File: src/inc/pd_pkg.sv
// Constants for the power-down and wake-up controller
// Behaviour
// - Arm then first sleep enters clock-run sleep; arm then second enters RAM-hold sleep
// - A sleep instruction without a prior arm does nothing
// - Enabled external wake, or timer 5 underflow in clock-run sleep, wakes; execution restarts at address 0
// - Wake sets the warm-start marker; a cold start clears it
// - Reset pin, watchdog or brownout reset give a cold start at address 0
// - Software reads the warm-start marker and the slow timer flag
// - Wake masks, pull-ups, irq control 1-3 and clock control survive sleep
// - Sleep entry initialises PC, A, B, carry, irq enables and completion flags
// - Sleep entry sets the stack level pointer to 7
// - Sleep entry clears timer run and timer four control; stops serial and converter
// - Timers 1-4 are undefined after sleep; slow timer flag is kept
// - Watchdog and its flags are initialised in sleep; software kicks it first
// - Brownout stays active in sleep only with keep instruction and enable pin high
// - Counter pin drives low in sleep unless select is 11; other ports hold
// - Unlisted state is undefined in sleep and initialised on return
// - Clock-run accepts external wake or slow timer flag; RAM-hold only external wake
// - Port 0 and 1 pins wake on low when their mask bit is set
// - Interrupt pins wake by chosen level or by edge, per control registers
// - Slow timer flag at 1 wakes clock-run sleep, even at entry
// - Wake mask registers are written and read back through the register port
// - Pull-up control registers are written and read back
// - Interrupt control registers select waveform, input enable and wake level
package pd_pkg;
	localparam int DATA_W = 4;
	localparam int ADDR_W = 4;
	localparam logic [3:0] A_P0_MASK = 4'h0;
	localparam logic [3:0] A_P1_MASK = 4'h1;
	localparam logic [3:0] A_IRQ_WAKE = 4'h2;
	localparam logic [3:0] A_P0_PULLUP = 4'h3;
	localparam logic [3:0] A_P1_PULLUP = 4'h4;
	localparam logic [3:0] A_IRQ_A_CTRL = 4'h5;
	localparam logic [3:0] A_IRQ_B_CTRL = 4'h6;
	localparam logic [3:0] A_IRQ_THIRD = 4'h7;
	localparam logic [3:0] A_CLOCK_CTRL = 4'h8;
	localparam logic [3:0] A_TIMER_RUN = 4'h9;
	localparam logic [3:0] A_TIMER_FOUR = 4'ha;
	localparam logic [3:0] A_IRQ_EN_A = 4'hb;
	localparam logic [3:0] A_IRQ_EN_B = 4'hc;
	localparam logic [3:0] A_STATUS = 4'hd;
	localparam logic [3:0] A_COMMAND = 4'he;
	// Command bits, one instruction each
	localparam int C_ARM = 0;
	localparam int C_CLK_SLEEP = 1;
	localparam int C_RAM_SLEEP = 2;
	localparam int C_MISC = 3;
	// With C_MISC set, bits 2:0 select a miscellaneous instruction
	localparam logic [2:0] M_KICK = 3'h1;
	localparam logic [2:0] M_KEEP_BO = 3'h2;
	localparam logic [2:0] M_TEST_CLR = 3'h3;
	// Status bits
	localparam int S_WARM = 0;
	localparam int S_SLOW = 1;
	localparam int S_ARMED = 2;
	localparam int S_KEEP_BO = 3;
	// External interrupt control fields
	localparam int I_WAVE = 0;
	localparam int I_INEN = 1;
	localparam int I_LEVEL = 2;
	// Wake control fields for the two interrupt pins
	localparam int K_A_EN = 0;
	localparam int K_A_EDGE = 1;
	localparam int K_B_EN = 2;
	localparam int K_B_EDGE = 3;
	localparam logic [3:0] REG_RESET = 4'h0;
	localparam logic [2:0] STACK_INIT = 3'h7;
	localparam logic [1:0] CNT_INPUT_SEL = 2'h3;
	localparam int CLOCK_MHZ = 200;
	localparam int OSC_SETTLE_NS = 100;
	localparam int SETTLE_CYCLES = (OSC_SETTLE_NS * CLOCK_MHZ + 999) / 1000;
	typedef enum logic [1:0] {
		ST_RUN = 2'b00,
		ST_CLK_SLEEP = 2'b01,
		ST_RAM_SLEEP = 2'b10,
		ST_SETTLE = 2'b11
	} mode_type;
endpackage

File: src/rtl/power_down_wakeup_control.sv
// Power-down sequencing, wake detection and warm/cold start marking
`timescale 1ns/1ps
module power_down_wakeup_control #(
	parameter int SETTLE = pd_pkg::SETTLE_CYCLES
) (
	input wire logic CLOCK,
	input wire logic RST_N,
	input wire logic [pd_pkg::ADDR_W-1:0] ADDR,
	input wire logic [pd_pkg::DATA_W-1:0] WDATA,
	input wire logic WR,
	input wire logic RD,
	output logic [pd_pkg::DATA_W-1:0] RDATA,
	input wire logic [3:0] PORT0_IN,
	input wire logic [3:0] PORT1_IN,
	input wire logic EXT_IRQ_A_PIN,
	input wire logic EXT_IRQ_B_PIN,
	input wire logic RESET_PIN_N,
	input wire logic BROWNOUT_ENABLE_PIN,
	input wire logic BROWNOUT_TRIP,
	input wire logic WATCHDOG_RESET,
	input wire logic TIMER5_UNDERFLOW,
	input wire logic [1:0] COUNTER_PIN_SELECT_BITS,
	input wire logic COUNTER_DRIVE,
	input wire logic COUNTER_DRIVE_EN,
	output logic CPU_RESTART,
	output logic COLD_START,
	output logic SLEEP_INIT,
	output logic [2:0] STACK_LEVEL_POINTER,
	output logic CPU_HALT,
	output logic MAIN_OSC_EN,
	output logic SUB_OSC_EN,
	output logic TIMER5_RUN,
	output logic LCD_ON,
	output logic TIMERS_UNDEFINED,
	output logic WATCHDOG_INIT,
	output logic WATCHDOG_KICK,
	output logic SERIAL_CONVERTER_STOP,
	output logic BROWNOUT_ACTIVE,
	output logic PORT_HOLD,
	output logic COUNTER_IO_PIN_OUT,
	output logic COUNTER_IO_PIN_OE,
	output logic [3:0] PORT0_PULLUP,
	output logic [3:0] PORT1_PULLUP
);
	import pd_pkg::*;

	// The settle counter is 16 bits wide and must count at least one cycle
	if (SETTLE < 1 || SETTLE > 65535) begin
		$error("SETTLE out of range");
	end

	localparam int SYNC_W = 13;
	localparam logic [SYNC_W-1:0] SYNC_IDLE = 13'h0fff;

	// Two-flop synchronisers for everything that arrives from pins
	logic [SYNC_W-1:0] sync1;
	logic [SYNC_W-1:0] sync2;
	wire [SYNC_W-1:0] pins_raw = {BROWNOUT_TRIP, BROWNOUT_ENABLE_PIN, RESET_PIN_N,
		EXT_IRQ_B_PIN, EXT_IRQ_A_PIN, PORT1_IN, PORT0_IN};

	always_ff @(posedge CLOCK) begin
		if (!RST_N) begin
			sync1 <= SYNC_IDLE;
			sync2 <= SYNC_IDLE;
		end else begin
			sync1 <= pins_raw;
			sync2 <= sync1;
		end
	end

	wire [3:0] port0_s = sync2[3:0];
	wire [3:0] port1_s = sync2[7:4];
	wire irq_a_s = sync2[8];
	wire irq_b_s = sync2[9];
	wire reset_pin_s_n = sync2[10];
	wire bo_enable_s = sync2[11];
	wire bo_trip_s = sync2[12];

	// Registers
	mode_type mode;
	mode_type next_mode;
	logic [3:0] port0_wake_mask;
	logic [3:0] port1_wake_mask;
	logic [3:0] ext_irq_wake_ctrl;
	logic [3:0] port0_pullup_ctrl;
	logic [3:0] port1_pullup_ctrl;
	logic [3:0] ext_irq_a_ctrl;
	logic [3:0] ext_irq_b_ctrl;
	logic [3:0] interrupt_ctrl_third;
	logic [3:0] clock_control_reg;
	logic [3:0] timer_run_ctrl;
	logic [3:0] timer_four_ctrl;
	logic [3:0] irq_enable_reg_a;
	logic [3:0] irq_enable_reg_b;
	logic warm_start;
	logic slow_timer_flag;
	logic armed;
	logic keep_brownout;
	logic [15:0] settle_count;
	logic irq_a_prev;
	logic irq_b_prev;

	// Decode of the register port
	wire wr_cmd = WR && ADDR == A_COMMAND;
	wire is_misc = WDATA[C_MISC];
	wire do_arm = wr_cmd && !is_misc && WDATA[C_ARM];
	wire do_clk_sleep = wr_cmd && !is_misc && WDATA[C_CLK_SLEEP];
	wire do_ram_sleep = wr_cmd && !is_misc && WDATA[C_RAM_SLEEP];
	wire do_kick = wr_cmd && is_misc && WDATA[2:0] == M_KICK;
	wire do_keep_bo = wr_cmd && is_misc && WDATA[2:0] == M_KEEP_BO;
	wire do_test_clr = wr_cmd && is_misc && WDATA[2:0] == M_TEST_CLR;

	wire awake = mode == ST_RUN;
	wire asleep = mode == ST_CLK_SLEEP || mode == ST_RAM_SLEEP;
	// Sleep without arm is ignored entirely
	wire enter_clk = awake && armed && do_clk_sleep;
	wire enter_ram = awake && armed && do_ram_sleep && !do_clk_sleep;
	wire enter_sleep = enter_clk || enter_ram;

	// Brownout only counts outside sleep (run or settle), or in sleep after the keep instruction
	wire bo_active = bo_enable_s && (!asleep || keep_brownout);
	wire cold_event = !reset_pin_s_n || WATCHDOG_RESET || (bo_active && bo_trip_s);
	wire clear_all = !RST_N || cold_event;

	// Wake sources
	wire key_wake = |(port0_wake_mask & ~port0_s) || |(port1_wake_mask & ~port1_s);
	wire level_a = ext_irq_a_ctrl[I_LEVEL];
	wire level_b = ext_irq_b_ctrl[I_LEVEL];
	// Edge mode wakes on the transition toward the chosen level
	wire edge_a = irq_a_s == level_a && irq_a_prev != level_a;
	wire edge_b = irq_b_s == level_b && irq_b_prev != level_b;
	wire hit_a = ext_irq_wake_ctrl[K_A_EDGE] ? edge_a : irq_a_s == level_a;
	wire hit_b = ext_irq_wake_ctrl[K_B_EDGE] ? edge_b : irq_b_s == level_b;
	wire irq_wake = (ext_irq_wake_ctrl[K_A_EN] && hit_a) || (ext_irq_wake_ctrl[K_B_EN] && hit_b);
	wire ext_wake = key_wake || irq_wake;
	// Timer wake only exists in clock-run sleep; RAM-hold has no running oscillator
	wire timer_wake = slow_timer_flag || TIMER5_UNDERFLOW;
	wire wake = (mode == ST_CLK_SLEEP && (ext_wake || timer_wake))
		|| (mode == ST_RAM_SLEEP && ext_wake);
	wire settled = settle_count == 16'(SETTLE - 1);

	always_comb begin
		next_mode = mode;
		case (mode)
			ST_RUN: begin
				if (enter_clk) begin
					next_mode = ST_CLK_SLEEP;
				end else if (enter_ram) begin
					next_mode = ST_RAM_SLEEP;
				end
			end
			ST_CLK_SLEEP, ST_RAM_SLEEP: begin
				if (wake) begin
					next_mode = ST_SETTLE;
				end
			end
			ST_SETTLE: begin
				if (settled) begin
					next_mode = ST_RUN;
				end
			end
			default: next_mode = ST_RUN;
		endcase
	end

	wire restart_now = mode == ST_SETTLE && settled;

	always_ff @(posedge CLOCK) begin
		if (clear_all) begin
			mode <= ST_RUN;
			settle_count <= 16'h0000;
		end else begin
			mode <= next_mode;
			if (mode == ST_SETTLE) begin
				settle_count <= settle_count + 16'h0001;
			end else begin
				settle_count <= 16'h0000;
			end
		end
	end

	always_ff @(posedge CLOCK) begin
		if (clear_all) begin
			irq_a_prev <= 1'b1;
			irq_b_prev <= 1'b1;
		end else begin
			irq_a_prev <= irq_a_s;
			irq_b_prev <= irq_b_s;
		end
	end

	// Software-written configuration; none of it is touched by sleep
	wire wr_p0 = WR && ADDR == A_P0_MASK;
	wire wr_p1 = WR && ADDR == A_P1_MASK;
	wire wr_kw = WR && ADDR == A_IRQ_WAKE;
	wire wr_u0 = WR && ADDR == A_P0_PULLUP;
	wire wr_u1 = WR && ADDR == A_P1_PULLUP;
	wire wr_ia = WR && ADDR == A_IRQ_A_CTRL;
	wire wr_ib = WR && ADDR == A_IRQ_B_CTRL;
	wire wr_i3 = WR && ADDR == A_IRQ_THIRD;
	wire wr_mr = WR && ADDR == A_CLOCK_CTRL;

	always_ff @(posedge CLOCK) begin
		if (clear_all) begin
			port0_wake_mask <= REG_RESET;
			port1_wake_mask <= REG_RESET;
			ext_irq_wake_ctrl <= REG_RESET;
			port0_pullup_ctrl <= REG_RESET;
			port1_pullup_ctrl <= REG_RESET;
			ext_irq_a_ctrl <= REG_RESET;
			ext_irq_b_ctrl <= REG_RESET;
			interrupt_ctrl_third <= REG_RESET;
			clock_control_reg <= REG_RESET;
		end else begin
			if (wr_p0) begin
				port0_wake_mask <= WDATA;
			end
			if (wr_p1) begin
				port1_wake_mask <= WDATA;
			end
			if (wr_kw) begin
				ext_irq_wake_ctrl <= WDATA;
			end
			if (wr_u0) begin
				port0_pullup_ctrl <= WDATA;
			end
			if (wr_u1) begin
				port1_pullup_ctrl <= WDATA;
			end
			if (wr_ia) begin
				ext_irq_a_ctrl <= WDATA;
			end
			if (wr_ib) begin
				ext_irq_b_ctrl <= WDATA;
			end
			if (wr_i3) begin
				interrupt_ctrl_third <= WDATA;
			end
			if (wr_mr) begin
				clock_control_reg <= WDATA;
			end
		end
	end

	// Registers that sleep entry initialises
	always_ff @(posedge CLOCK) begin
		if (clear_all || enter_sleep) begin
			timer_run_ctrl <= REG_RESET;
			timer_four_ctrl <= REG_RESET;
			irq_enable_reg_a <= REG_RESET;
			irq_enable_reg_b <= REG_RESET;
		end else begin
			if (WR && ADDR == A_TIMER_RUN) begin
				timer_run_ctrl <= WDATA;
			end
			if (WR && ADDR == A_TIMER_FOUR) begin
				timer_four_ctrl <= WDATA;
			end
			if (WR && ADDR == A_IRQ_EN_A) begin
				irq_enable_reg_a <= WDATA;
			end
			if (WR && ADDR == A_IRQ_EN_B) begin
				irq_enable_reg_b <= WDATA;
			end
		end
	end

	// Flags
	always_ff @(posedge CLOCK) begin
		if (clear_all) begin
			warm_start <= 1'b0;
			slow_timer_flag <= 1'b0;
			armed <= 1'b0;
			keep_brownout <= 1'b0;
		end else begin
			if (restart_now) begin
				warm_start <= 1'b1;
			end
			// Underflow beats a same-cycle test-and-clear; the flag survives sleep
			if (TIMER5_UNDERFLOW) begin
				slow_timer_flag <= 1'b1;
			end else if (do_test_clr) begin
				slow_timer_flag <= 1'b0;
			end
			// Any sleep instruction uses up the arm, valid or not
			if (do_clk_sleep || do_ram_sleep) begin
				armed <= 1'b0;
			end else if (do_arm) begin
				armed <= 1'b1;
			end
			if (do_keep_bo) begin
				keep_brownout <= 1'b1;
			end
		end
	end

	// Read path, data one cycle after the strobe
	wire [3:0] status = {keep_brownout, armed, slow_timer_flag, warm_start};
	logic [3:0] read_mux;
	always_comb begin
		case (ADDR)
			A_P0_MASK: read_mux = port0_wake_mask;
			A_P1_MASK: read_mux = port1_wake_mask;
			A_IRQ_WAKE: read_mux = ext_irq_wake_ctrl;
			A_P0_PULLUP: read_mux = port0_pullup_ctrl;
			A_P1_PULLUP: read_mux = port1_pullup_ctrl;
			A_IRQ_A_CTRL: read_mux = ext_irq_a_ctrl;
			A_IRQ_B_CTRL: read_mux = ext_irq_b_ctrl;
			A_IRQ_THIRD: read_mux = interrupt_ctrl_third;
			A_CLOCK_CTRL: read_mux = clock_control_reg;
			A_TIMER_RUN: read_mux = timer_run_ctrl;
			A_TIMER_FOUR: read_mux = timer_four_ctrl;
			A_IRQ_EN_A: read_mux = irq_enable_reg_a;
			A_IRQ_EN_B: read_mux = irq_enable_reg_b;
			A_STATUS: read_mux = status;
			default: read_mux = REG_RESET;
		endcase
	end

	always_ff @(posedge CLOCK) begin
		if (!RST_N) begin
			RDATA <= REG_RESET;
		end else begin
			RDATA <= RD ? read_mux : REG_RESET;
		end
	end

	// Power and pin outputs, all registered
	wire next_counter_oe = asleep ? COUNTER_PIN_SELECT_BITS != CNT_INPUT_SEL
		: COUNTER_DRIVE_EN;
	wire next_counter_out = asleep ? 1'b0 : COUNTER_DRIVE;
	wire next_clk_sleep = next_mode == ST_CLK_SLEEP;
	wire next_ram_sleep = next_mode == ST_RAM_SLEEP;

	always_ff @(posedge CLOCK) begin
		if (clear_all) begin
			CPU_RESTART <= 1'b1;
			COLD_START <= 1'b1;
			SLEEP_INIT <= 1'b0;
			STACK_LEVEL_POINTER <= STACK_INIT;
			CPU_HALT <= 1'b0;
			MAIN_OSC_EN <= 1'b1;
			SUB_OSC_EN <= 1'b1;
			TIMER5_RUN <= 1'b1;
			LCD_ON <= 1'b1;
			TIMERS_UNDEFINED <= 1'b0;
			WATCHDOG_INIT <= 1'b0;
			WATCHDOG_KICK <= 1'b0;
			SERIAL_CONVERTER_STOP <= 1'b0;
			BROWNOUT_ACTIVE <= 1'b0;
			PORT_HOLD <= 1'b0;
			COUNTER_IO_PIN_OUT <= 1'b0;
			COUNTER_IO_PIN_OE <= 1'b0;
		end else begin
			CPU_RESTART <= restart_now;
			COLD_START <= 1'b0;
			SLEEP_INIT <= enter_sleep;
			STACK_LEVEL_POINTER <= STACK_INIT;
			CPU_HALT <= next_mode != ST_RUN;
			// RAM-hold stops the main oscillator; a wake restarts it before execution
			MAIN_OSC_EN <= !next_ram_sleep;
			SUB_OSC_EN <= !next_ram_sleep;
			TIMER5_RUN <= !next_ram_sleep;
			LCD_ON <= !next_ram_sleep;
			// Timers 1-4 are stale once a sleep has happened, until software reloads
			if (enter_sleep) begin
				TIMERS_UNDEFINED <= 1'b1;
			end else if (WR && ADDR == A_TIMER_RUN) begin
				TIMERS_UNDEFINED <= 1'b0;
			end
			WATCHDOG_INIT <= next_clk_sleep || next_ram_sleep;
			WATCHDOG_KICK <= do_kick;
			SERIAL_CONVERTER_STOP <= next_mode != ST_RUN;
			BROWNOUT_ACTIVE <= bo_active;
			PORT_HOLD <= next_clk_sleep || next_ram_sleep;
			COUNTER_IO_PIN_OUT <= next_counter_out;
			COUNTER_IO_PIN_OE <= next_counter_oe;
		end
	end

	assign PORT0_PULLUP = port0_pullup_ctrl;
	assign PORT1_PULLUP = port1_pullup_ctrl;
endmodule

File: config.mk
export PLATFORM = sky130hd
export DESIGN_NAME = power_down_wakeup_control
export DESIGN_NICKNAME = d
export VERILOG_FILES = /design/src/inc/pd_pkg.sv /design/src/rtl/power_down_wakeup_control.sv
export SDC_FILE = /design/constraint.sdc
export NUM_CORES = 1
export LEC_CHECK = 0
export ABC_AREA = 1
export ABC_CLOCK_PERIOD_IN_PS = 1800
export BUFFER_PORTS_ARGS = -buffer_cell sky130_fd_sc_hd__buf_2
export CORE_AREA = 2 2 109 111
export DETAILED_ROUTE_END_ITERATION = 8
export DIE_AREA = 0 0 111 113
export PLACE_DENSITY = 0.66
export SLEW_MARGIN = 10
export SYNTH_ARGS = -nofsm -noshare
export SYNTH_HDL_FRONTEND = slang
export SYNTH_SLANG_ARGS = --single-unit
File: constraint.sdc
create_clock -name CLOCK -period 1.8 [get_ports CLOCK]
set_input_delay 0.36 -clock CLOCK [delete_from_list [all_inputs] [get_ports CLOCK]]
set_output_delay 0.36 -clock CLOCK [all_outputs]
set_load 0.02 [all_outputs]
==> impl_metrics.yaml <==
power_and_ir_drop:
  pwr-share-comb_pct: 4.7
  leakage_nw: 2.78
  internal-power_w: 0.00492
  clockPowerShare_pct: 53.8
  switching_power_w: 0.00145
  seqPwrFrac_pct: 41.5
  netSwitchingFraction_pct: 22.7
  peakVddDrop_v: 0.000644
  power_density_nw_per_um2: 1010
timing:
  hold_viol_final: 0
  finalCriticalPeriod_ns: 1.70
  max_freq_ghz: 0.587
  finalClockSkew_ns: 0.00832
  finalSetupViolCount: 0
  fin_ws_ns: 0.0976
  finalMaxSlewViolations: 0
  finalSetupTns_ns: 0
  timing.final.crit_share_pct: 94.6
yosys:
  async_flop_share_pct: 0
  synth_ff_type: "dfxtp_1"
  syn_inst: 700
  syn_area_um2: 5010
  synth_seq_cells: 117
  synth_edf_count: 0
  synth.avg_cell_area_um2: 7.16
  synth.distinct_cells: 36
  ys_seq_area_share_pct: 46.8
  yosysWarnings: 0
detailed_routing:
  via_count: 4694
  wl_met3_um: 776
  drt-initial-drc-count: 268
  route.met2.wl_mm: 5.90
  met1_length_mm: 5.37
  drt_wl_total_mm: 12.3
  drtAntennaViolNets: 0
  avgViaCountPerCell: 4.95
  drcViolationCount: 0
  wl_per_cell_um: 13.0
  highest_layer: "met4"
  first_pass_iters: 6
die:
  coreArea_um2: 11300
  io_pins: 62
  dieArea_um2: 12500
  start_util_pct: 44.4
  core.rowCount: 39
  die_w_um: 111
  chipHeight_um: 113
clock_network:
  clock_latency_ns: 0.41
  cts_setup_buffers: 0
  clock_tree.buffer_depth: 2
  clk_pin_slew_ns: 0.06
  cts_made_buffers: 17
  cts.sinks: 117
  cts_tree: "built"
  htree_levels: 4
  cts_hold_buf: 0
  clk_root_buffer_cell: "clkbuf_16"
global_route:
  grt-ovfl-total: 0
  antenna_found_initial: 0
  grt_pass1_wl_mm: 20.2
  grt_usage_pct: 20.0
  grt_max_degree: 40
  first_global_vias: 4384
place:
  numPortBuffers: 58
  gp_congestion: 0.869
  dp_cells: 916
  place_hpwl_mm: 8.97
  pre_cts_slack_ns: -0.142
worst_setup_path:
  r2r_cells: 12
  crit_path_end_kind: "register"
  crit_arrival_ns: 1.99
  crit_required_ns: 2.08
  ff2ff_setup_slack_ns: 0.1
  regToRegEndpoint: "PORT_HOLD$_SDFF_PP0_"
  reg2reg_from: "mode[0]$_SDFF_PP0_"
  crit_type: "register to register"
  start_kind: "register"
  critPathMaxFanout: 4
worst_hold_path:
  holdPathEnd: "sync1[0]$_SDFF_PN1_"
  min_path_type: "input pin to register"
  hold_path_depth: 3
  worstHoldStart: "PORT0_IN[0]"
cells_and_area:
  top_register: "settle_count"
  area_growth_syn_to_layout_pct: 25.7
  finalNetCount: 831
  fin_cells: 948
  final_common_cell: "nand2_1"
  largest_register_ffs: 16
  layout_common_cells: "nand2_1, dfxtp_1, inv_1, a21oi_1, buf_2"
  drive_gt1_share_pct: 19.3
  num-fill-cells: 1037
  antenna_cells: 0
  top_regs: "settle_count x16, sync1 x13, sync2 x13"
job:
  maxCapViolCount: 0
outcome:
  status: "finished, final reports clean"
how the worst max path moves through the flow:
stage,end,from,cells after the start,slack [ns]
after global placement,PORT_HOLD$_SDFF_PP0_,ADDR[1],13,-0.11
after floorplan,settle_count[11]$_SDFF_PP0_,mode[0]$_SDFF_PP0_,9,0.02
after global routing,WATCHDOG_KICK$_SDFF_PP0_,mode[0]$_SDFF_PP0_,7,-0.03
after detailed placement,PORT_HOLD$_SDFF_PP0_,ADDR[1],13,-0.14
after CTS,settle_count[10]$_SDFF_PP0_,mode[1]$_SDFF_PP0_,9,-0.01
final,PORT_HOLD$_SDFF_PP0_,mode[0]$_SDFF_PP0_,12,0.1
synth_stat cells (all sizes together), types with 2 or more instances:
cell type    n  area share [%]
nand4       11             1.5
nor3        13             1.5
a31oi        2            0.25
or2          6            0.80
buf         18             2.2
clkbuf       9            0.67
o22ai        5            0.62
nor4         3            0.37
nand2      186              14
inv        100             7.5
o21ai       36             3.7
nand3       48             4.9
ha           8             2.0
nor3b        2            0.30
a21oi       70             7.1
nor2        60             5.1
dfxtp      117              47
repair_timing:
| action | in CTS | in global routing |
|---|---|---|
| endpoints found under the hold margin | 0 | 0 |
| gates resized for setup | 1 | 8 |
| setup endpoints to repair | 6 | 79 |
| gates cloned | 0 | 0 |
cell type report:
| cell class | instances | area [um2] | share of cell area, % |
|---|---|---|---|
| Sequential cell | 117 | 2340 | 37.2 |
| Multi-Input combinational cell | 457 | 2180 | 34.7 |
| Timing Repair Buffer | 98 | 603 | 9.58 |
| Clock buffer | 18 | 429 | 6.82 |
| Inverter | 101 | 382 | 6.06 |
| Tap cell | 143 | 179 | 2.84 |
| Clock inverter | 14 | 178 | 2.82 |
cell families (layout without fill, tap and decap cells):
family	count (synthesis)	count (layout)	synth area share (%)
and+or+nand+nor	331	331	28.8
buffers and inverters	128	231	10.4
DFF	117	117	46.8
AOI/OAI and AO/OA	115	115	11.9
adders and majority gates	8	8	2.00
other	1	3	0.0749
through the flow:
stage,util (%),instance area (um2),total power (W),hold WS (ns)
floorplan,-,5020,0.00287,0.380
global placement,50.2,5660,0.00299,0.383
detailed placement,50.2,5660,0.00300,0.384
CTS,55.6,6270,0.00641,0.105
global route,55.9,6300,0.00658,0.126
finish,55.9,6300,0.00637,0.118
critical path, stage by stage (launching register included):
cell	delay (ns)
dfxtp_1	0.33
inv_1	0.11
ha_4	0.30
inv_1	0.08
nor2_1	0.10
o21ai_1	0.08
nand2_1	0.06
nand2_1	0.06
nand2_1	0.08
inv_1	0.04
ha_1	0.26
inv_1	0.06
nor2_1	0.04
layer usage:
metal / vias up / GRT usage [%]
li1: 2408 / -
met5: - / 0
met1: 2114 / 24.6
met3: 29 / 4.82
met4: 0 / 8.50
met2: 143 / 33.8
power groups by stage:
| stage | clock network (W) | logic (W) | registers, W |
|---|---|---|---|
| finish | 0.00342 | 0.000302 | 0.00264 |
| detailed placement | 0 | 0.000297 | 0.00270 |
| floorplan | 0 | 0.000162 | 0.00271 |
| global placement | 0 | 0.000291 | 0.00270 |
| global route | 0.00359 | 0.000339 | 0.00265 |
| CTS | 0.00347 | 0.000300 | 0.00264 |
Power figures use the tool's default switching activity.
